`src/design/idm_pkg.sv`:
```
package idm_pkg;
  localparam int          ADDR_W        = 8;
  localparam int          XADDR_W       = 16;
  localparam logic [7:0]  LOWER_TOP     = 8'h7F;
  localparam logic [7:0]  PORT_IDLE     = 8'hFF;
  localparam int          ONCHIP_EXPANDED_STORE_SMALL    = 256;
  localparam int          ONCHIP_EXPANDED_STORE_LARGE    = 768;
  localparam logic [1:0]  BUS_PHASES    = 2'h3;

  typedef enum logic [1:0] {
    IDM_DIRECT   = 2'h0,
    IDM_INDIRECT = 2'h1,
    IDM_STACK    = 2'h2
  } idm_mode_e;

  // Core request for internal data space
  typedef struct packed {
    logic            valid;
    logic            write;
    idm_mode_e       mode;
    logic [7:0]      addr;
    logic [7:0]      wdata;
  } idm_int_req_s;

  // Core request for external-data move
  typedef struct packed {
    logic            valid;
    logic            write;
    logic            useDptr;
    logic [7:0]      ptr8;
    logic [15:0]     data_pointer_16;
    logic [7:0]      wdata;
  } idm_ext_req_s;
endpackage

```
`src/design/idm_decode.sv`:
```
`timescale 1ns/1ps
// Contract
// - Lower 128 bytes at 00H-7FH, direct and indirect.
// - Upper 128 bytes at 80H-FFH, indirect only.
// - Special function space at 80H-FFH, direct only.
// - Above 7FH: direct goes to SPECIAL_FUNCTION_SPACE, indirect to upper RAM.
// - Upper RAM and SPECIAL_FUNCTION_SPACE storage are physically separate.
// - Expanded RAM of 256 or 768 bytes, separate storage.
// - Expanded RAM is bottom of external data space.
// - Select clear: moves in range served on-chip, either pointer.
// - Expanded RAM access leaves port 0 and strobes idle.
// - Port 2 keeps latch contents during 8-bit pointer external addressing.
// - Select clear, above range: standard bus cycle on ports.
// - Select set, 8-bit pointer: address muxed with data on port 0.
// - Select set, data pointer: high on port 2, low on port 0.
// - Select set: write strobe bit 6, read strobe bit 7, low.
// - Stack uses 256 internal bytes, never expanded RAM.
module idm_decode #(
  parameter int ONCHIP_EXPANDED_STORE_BYTES = idm_pkg::ONCHIP_EXPANDED_STORE_SMALL
) (
  input  wire logic                 clock,
  input  wire logic                 rst,
  input  wire idm_pkg::idm_int_req_s intReq,
  input  wire idm_pkg::idm_ext_req_s extReq,
  input  wire logic                 disableWrite,
  input  wire logic                 disableValue,
  input  wire logic [7:0]           port2Latch,
  input  wire logic [7:0]           sfrRdata,
  input  wire logic [7:0]           port0In,
  output logic                      sfrWrite,
  output logic                      sfrRead,
  output logic [7:0]                sfrAddr,
  output logic [7:0]                sfrWdata,
  output logic [7:0]                intRdata,
  output logic                      intDone,
  output logic [7:0]                extRdata,
  output logic                      extDone,
  output logic                      extBusy,
  output logic                      expanded_ram_disable,
  output logic [7:0]                port0Out,
  output logic                      port0Oe_n,
  output logic [7:0]                port2Out,
  output logic                      ale,
  output logic                      wrStrobe_n,
  output logic                      rdStrobe_n
);
  localparam int EAW = $clog2(ONCHIP_EXPANDED_STORE_BYTES);

  typedef enum logic [3:0] {
    ST_IDLE  = 4'b0001,
    ST_ADDR  = 4'b0010,
    ST_DATA  = 4'b0100,
    ST_END   = 4'b1000
  } idm_bus_e;

  idm_bus_e    state;
  logic [1:0]  phaseCnt;
  logic        busWrite;
  logic [7:0]  busLow;
  logic [7:0]  busData;

  function automatic logic isUpper(input logic [7:0] a);
    return a > idm_pkg::LOWER_TOP;
  endfunction

  // Route decode, internal space
  logic toSfr, toLower, toUpper;
  always_comb begin
    toSfr   = intReq.valid && intReq.mode == idm_pkg::IDM_DIRECT
              && isUpper(intReq.addr);
    toLower = intReq.valid && !isUpper(intReq.addr);
    toUpper = intReq.valid && intReq.mode != idm_pkg::IDM_DIRECT
              && isUpper(intReq.addr);
  end

  logic [7:0] lowerQ, upperQ, eramQ;
  logic       useLowerQ, useUpperQ;
  idm_ram #(.DEPTH(128), .AW(7)) uLower (
    .clock (clock),
    .we    (toLower && intReq.write),
    .addr  (intReq.addr[6:0]),
    .wdata (intReq.wdata),
    .rdata (lowerQ)
  );
  idm_ram #(.DEPTH(128), .AW(7)) uUpper (
    .clock (clock),
    .we    (toUpper && intReq.write),
    .addr  (intReq.addr[6:0]),
    .wdata (intReq.wdata),
    .rdata (upperQ)
  );

  always_ff @(posedge clock) begin
    if (rst) begin
      sfrWrite <= 1'b0;
      sfrRead  <= 1'b0;
      sfrAddr  <= 8'h00;
      sfrWdata <= 8'h00;
    end else begin
      sfrWrite <= toSfr && intReq.write;
      sfrRead  <= toSfr && !intReq.write;
      sfrAddr  <= intReq.addr;
      sfrWdata <= intReq.wdata;
    end
  end

  always_ff @(posedge clock) begin
    if (rst) begin
      useLowerQ <= 1'b0;
      useUpperQ <= 1'b0;
      intDone   <= 1'b0;
    end else begin
      useLowerQ <= toLower;
      useUpperQ <= toUpper;
      intDone   <= intReq.valid;
    end
  end
  // SPECIAL_FUNCTION_SPACE data returns with the same one-cycle latency as RAM
  assign intRdata = useLowerQ ? lowerQ : (useUpperQ ? upperQ : sfrRdata);

  always_ff @(posedge clock) begin
    if (rst) begin
      expanded_ram_disable <= 1'b0;
    end else if (disableWrite) begin
      expanded_ram_disable <= disableValue;
    end
  end

  // External-data move steering
  logic [15:0] extAddr;
  logic        hitEram, startBus;
  always_comb begin
    extAddr = extReq.useDptr ? extReq.data_pointer_16 : {8'h00, extReq.ptr8};
    hitEram = !expanded_ram_disable && extAddr < 16'(ONCHIP_EXPANDED_STORE_BYTES);
    startBus = extReq.valid && !hitEram && state == ST_IDLE;
  end

  idm_ram #(.DEPTH(ONCHIP_EXPANDED_STORE_BYTES), .AW(EAW)) uEram (
    .clock (clock),
    .we    (extReq.valid && hitEram && extReq.write),
    .addr  (extAddr[EAW-1:0]),
    .wdata (extReq.wdata),
    .rdata (eramQ)
  );

  logic eramAck;
  always_ff @(posedge clock) begin
    if (rst) begin
      eramAck <= 1'b0;
    end else begin
      eramAck <= extReq.valid && hitEram && state == ST_IDLE;
    end
  end
  // Registered so data and done leave on the same edge
  always_ff @(posedge clock) begin
    if (rst) begin
      extRdata <= 8'h00;
    end else if (eramAck) begin
      extRdata <= eramQ;
    end else if (state == ST_END) begin
      extRdata <= busData;
    end
  end

  // External bus cycle sequencer
  always_ff @(posedge clock) begin
    if (rst) begin
      state    <= ST_IDLE;
      phaseCnt <= 2'h0;
      busWrite <= 1'b0;
      busLow   <= 8'h00;
      busData  <= 8'h00;
      extDone  <= 1'b0;
    end else begin
      extDone <= eramAck;
      unique case (state)
        ST_IDLE: begin
          if (startBus) begin
            state    <= ST_ADDR;
            busWrite <= extReq.write;
            busLow   <= extAddr[7:0];
            busData  <= extReq.wdata;
          end
        end
        ST_ADDR: begin
          state    <= ST_DATA;
          phaseCnt <= 2'h0;
        end
        ST_DATA: begin
          phaseCnt <= phaseCnt + 2'h1;
          if (phaseCnt == idm_pkg::BUS_PHASES) begin
            state <= ST_END;
            if (!busWrite) begin
              busData <= port0In;
            end
          end
        end
        ST_END: begin
          state   <= ST_IDLE;
          extDone <= 1'b1;
        end
      endcase
    end
  end

  // Pin drive
  logic [7:0] port2Hi;
  always_ff @(posedge clock) begin
    if (rst) begin
      port2Hi <= 8'h00;
    end else if (startBus) begin
      port2Hi <= extReq.data_pointer_16[15:8];
    end
  end

  logic port2Addr;
  always_ff @(posedge clock) begin
    if (rst) begin
      port2Addr <= 1'b0;
    end else if (startBus) begin
      port2Addr <= extReq.useDptr;
    end else if (state == ST_END) begin
      port2Addr <= 1'b0;
    end
  end

  always_ff @(posedge clock) begin
    if (rst) begin
      port0Out   <= idm_pkg::PORT_IDLE;
      port0Oe_n  <= 1'b1;
      port2Out   <= idm_pkg::PORT_IDLE;
      ale        <= 1'b0;
      wrStrobe_n <= 1'b1;
      rdStrobe_n <= 1'b1;
      extBusy    <= 1'b0;
    end else begin
      extBusy <= state != ST_IDLE || startBus;
      port2Out <= (port2Addr && state != ST_IDLE) ? port2Hi : port2Latch;
      ale        <= state == ST_ADDR;
      wrStrobe_n <= !(state == ST_DATA && busWrite);
      rdStrobe_n <= !(state == ST_DATA && !busWrite);
      if (state == ST_ADDR) begin
        port0Out  <= busLow;
        port0Oe_n <= 1'b0;
      end else if (state == ST_DATA && busWrite) begin
        port0Out  <= busData;
        port0Oe_n <= 1'b0;
      end else begin
        port0Out  <= idm_pkg::PORT_IDLE;
        port0Oe_n <= 1'b1;
      end
    end
  end
endmodule

```
`src/design/idm_ram.sv`:
```
`timescale 1ns/1ps
module idm_ram #(
  parameter int DEPTH = 256,
  parameter int AW    = 8
) (
  input  wire logic          clock,
  input  wire logic          we,
  input  wire logic [AW-1:0] addr,
  input  wire logic [7:0]    wdata,
  output logic      [7:0]    rdata
);
  logic [7:0] mem [DEPTH];

  always_ff @(posedge clock) begin
    if (we) begin
      mem[addr] <= wdata;
    end
    rdata <= mem[addr];
  end
endmodule

```
`config.mk`:
```
export PLATFORM = sky130hd
export DESIGN_NAME = idm_decode
export DESIGN_NICKNAME = d
export VERILOG_FILES = /design/src/design/idm_pkg.sv /design/src/design/idm_decode.sv /design/src/design/idm_ram.sv
export SDC_FILE = /design/constraint.sdc
export NUM_CORES = 2
export LEC_CHECK = 0
export ABC_AREA = 0
export BUFFER_PORTS_ARGS = -buffer_cell sky130_fd_sc_hd__buf_2
export CORE_MARGIN = 3
export CORE_UTILIZATION = 55
export CTS_BUF_LIST = sky130_fd_sc_hd__clkbuf_4 sky130_fd_sc_hd__clkbuf_8
export DETAILED_ROUTE_END_ITERATION = 6
export PLACE_DENSITY_LB_ADDON = 0.2
export SLEW_MARGIN = 20
export SYNTH_ARGS = -nofsm -noshare
export SYNTH_HDL_FRONTEND = slang
export SYNTH_SLANG_ARGS = --single-unit
export TNS_END_PERCENT = 10
```
`constraint.sdc`:
```
create_clock -name clock -period 2.84 [get_ports clock]
set_input_delay 0.568 -clock clock [delete_from_list [all_inputs] [get_ports clock]]
set_output_delay 0.568 -clock clock [all_outputs]
set_load 0.05 [all_outputs]
```
==> summary.md <==
| Metric | Value |
|---|---|
| Area leader, netlist | `edfxtp_1` |
| CP max stage delay | `650 ps` |
| DR vias/cell | `6.392` |
| First-pass GRT wire length | `638.2 mm` |
| Worst slack at placement | `-920.4 ps` |
| Clock H-tree levels | `6` |
| Biggest register | `uEram.mem` |
| Antenna violations before repair | `30` |
| Failing checks | `setup timing` |
| Num Clock Sinks | `4205` |
| Die W | `540.1 µm` |
| Sequential area share after synthesis | `0.7979` |
| CP max FO | `5` |
| Final hold vios | `0` |
| Vias | `91830` |
| Port bufs | `140` |
| Largest net degree at the start of global routing | `84` |
| TritonCTS clock tree | `built` |
| Top_reg_cell synth | `edfxtp_1` |
| Crit share post-route | `1.020` |
| Max-slew violations | `0` |
| Tmin final | `2898 ps` |
| Worst rel slew slack | `0.3659` |
| Synth Cell Area | `156900 µm²` |
| Wirelength per Cell | `30.77 µm` |
| Status | `finished, violations left` |
| Synth top area share | `0.7840` |
| Clock skew | `57.83 ps` |
| Final #Nets | `10180` |
| WHS Endpoint | `uEram.mem[164][6]` |
| DRC violations left | `0` |
| Die area | `291700 µm²` |
| Leakage power | `63.03 nW` |
| Number of synthesized register bits | `4205` |
| Clock Tree Root | `clkbuf_8` |
| Post-CTS Setup Repair Bufs | `0` |
| Crit path launch type | `input pin` |
| CP max-delay cell | `nor3_1` |
| Maximum vdd drop | `0.0005031 V` |
| Inserted Clock Buffers | `649` |
| Share of layout cells above drive strength 1 | `0.3352` |
| Starting density of the core | `0.5543` |
| R2R Path End | `uLower.rdata[6]` |
| Regs by FF count | `uEram.mem x2048, uLower.mem x1024, uUpper.mem x1024` |
| Worst setup EP type | `register` |
| Setup CP Type | `in -> reg` |
| Critical Path RT | `3820 ps` |
| Power Density | `660.7 nW/µm²` |
| Final Setup Violations | `1` |
| Clk pin slew, worst setup/hold paths | `60 ps` |
| Tot GR Track Use | `0.3001` |
| Area contributors post-synth | `edfxtp_1 (78%), mux4_2 (7.5%), a22oi_1 (4.2%)` |
| Post-Place Cells | `13110` |
| Area Overhead vs Synth | `21.28%` |
| Fraction of registers with async set/reset | `0` |
| Non-filler cells, final | `14370` |
| # Max-Cap Violations | `0` |
| Worst Tran Pin Value | `924.8 ps` |
| Crit-path most repeated cell | `buf_4` |
| Num ports | `141` |
| R2r startpoint | `uLower.mem[103][6]` |
| Die Y | `540.1 µm` |
| Unique masters post-synth | `65` |
| Post-synth EDFFs | `4096` |
| Fmax | `345.1 MHz` |
| Post-layout util | `0.6723` |
| HP Start | `extReq[6]` |
| CP Cell Sequence | `dlygate4sd3_1 -> buf_2 -> nor2_1 -> buf_4 -> nand2_1 -> buf_4 -> a31oi_1 -> or4_1 -> nor3_1 -> o311ai_1` |
| Vias in the first global route | `92080` |
| HP Class | `in -> reg` |
| Ys Warns | `0` |
| Worst EP arrival | `3880 ps` |
| Drt total wl | `442.0 mm` |
| Max reg flops | `2048` |
| FF-to-FF path depth | `6` |
| Total gr overflow | `0` |
| Setup ws final | `-58.02 ps` |
| Core Region | `283000 µm²` |
| Clock buffer depth | `4` |
| Mapped Nets | `8042` |
| Hold Path Stages | `1` |
| Syn Inst Count | `7958` |
| Iteration-0 DRC Markers | `13270` |
| Reg-to-reg setup timing slack | `130 ps` |
| First-pass DRT Iterations | `6` |
| Avg Cell Area, Syn | `19.71 µm²` |
| Post-DP HPWL | `288.9 mm` |
| Post-DRT Antenna Nets | `0` |
| Worst skew pair latency | `1220 ps` |
| Row count | `195` |
| GP Congestion | `0.8948` |
logic make-up (layout without fill, tap and decap cells):
logic type / after synthesis / count (layout) / synth area share
AO/OA/AOI/OAI: 1592 / 1592 / 0.07700
multiplexers: 610 / 610 / 0.08101
other: 0 / 11 / 0
AND/OR/NAND/NOR: 1024 / 1024 / 0.02945
flip-flops: 4205 / 4205 / 0.7979
adder cells (fa/ha/maj): 1 / 1 / 0.00007974
buffers and inverters: 526 / 3180 / 0.01459
layer usage:
metal	up-vias	wire, µm	track usage
li1	37960	-	-
met1	46910	168300	0.4315
met2	6156	203800	0.4567
met3	793	55620	0.07634
met4	12	14160	0.09570
met5	-	80	0
stage by stage:
step / power (mW) / hold slack, ps / instance area, µm² / TNS (ps)
6_report: 125.7 / 83.41 / 190300 / -58.02
3_3_place_gp: 77.15 / 446.2 / 176700 / -565790
4_1_cts: 126.1 / 1.697 / 190200 / 0
5_1_grt: 129.5 / 55.80 / 190300 / -4.019
3_5_place_dp: 77.28 / 458.1 / 176700 / -566020
2_1_floorplan: 72.85 / 431.4 / 157000 / -129250
how the worst max path moves through the flow:
| stage | start | to | slack [ps] | cells after the start |
|---|---|---|---|---|
| after floorplan | intReq[10] | uUpper.mem[42][0] | -140 | 10 |
| after global placement | extReq[32] | uEram.rdata[6] | -970 | 10 |
| after detailed placement | extReq[32] | uEram.rdata[4] | -920 | 11 |
| after CTS | useUpperQ | intRdata[2] | 8 | 3 |
| after global routing | uLower.rdata[7] | intRdata[7] | -4 | 3 |
| final | intReq[13] | uLower.rdata[6] | -60 | 10 |
layout make-up:
class                      instances  area [µm²]
antenna                           11       27.53
clock inverter                   280        1852
inverter                           9       33.78
clock buffer                     885       10840
fill                           18040       92740
timing repair buffer            2006       17850
sequential                      4205      125200
multi-input combinational       3227       29790
tap                             3743        4683
placed cells by master, fill, tap and decap left out, types with 13 or more instances in the layout:
cell	count
a221oi_1	199
nand3_1	26
buf_4	1566
mux2_2	26
edfxtp_1	4096
a41oi_1	13
a22o_1	168
clkinv_2	61
nand3b_1	16
a211oi_1	19
buf_12	222
nor4_1	23
o21ai_0	60
dfxtp_1	101
a31oi_1	127
nand4_1	153
dlygate4sd3_1	84
buf_2	117
a21oi_1	49
a22oi_1	864
inv_8	19
nand2_1	113
mux2i_1	57
mux4_2	525
clkinv_1	154
nor2_1	591
nor2b_1	18
clkbuf_4	215
clkbuf_8	687
power breakdown:
group	switching (mW)	total (mW)	internal, mW
registers	0.251	68.5	68.2
logic	4.73	7.77	3.05
clock network	23.4	49.5	26.0
total	28.4	126	97.3
critical path, delay by kind of cell:
family,cells,cell delay (ps)
compound gates,2,430
buf+inv,4,1190
simple gates,4,1680
synth_stat cells (57+ instances only):
library cell and n:
a221oi_1 199, a22o_1 168, a22oi_1 868, a31oi_1 127
buf_2 209, clkbuf_1 247, dfxtp_1 109, edfxtp_1 4096
mux2i_1 57, mux4_2 525, nand2_1 114, nand4_1 153
nor2_1 614, o21ai_0 60
repair_timing:
item,in CTS,in global routing
pin swaps,0,0
hold endpoints to repair,575,0
gates resized for setup,8,7
endpoints found under the setup margin,8,16
hold buffers,84,0
Note: power is estimated with default switching activity, not from simulation.
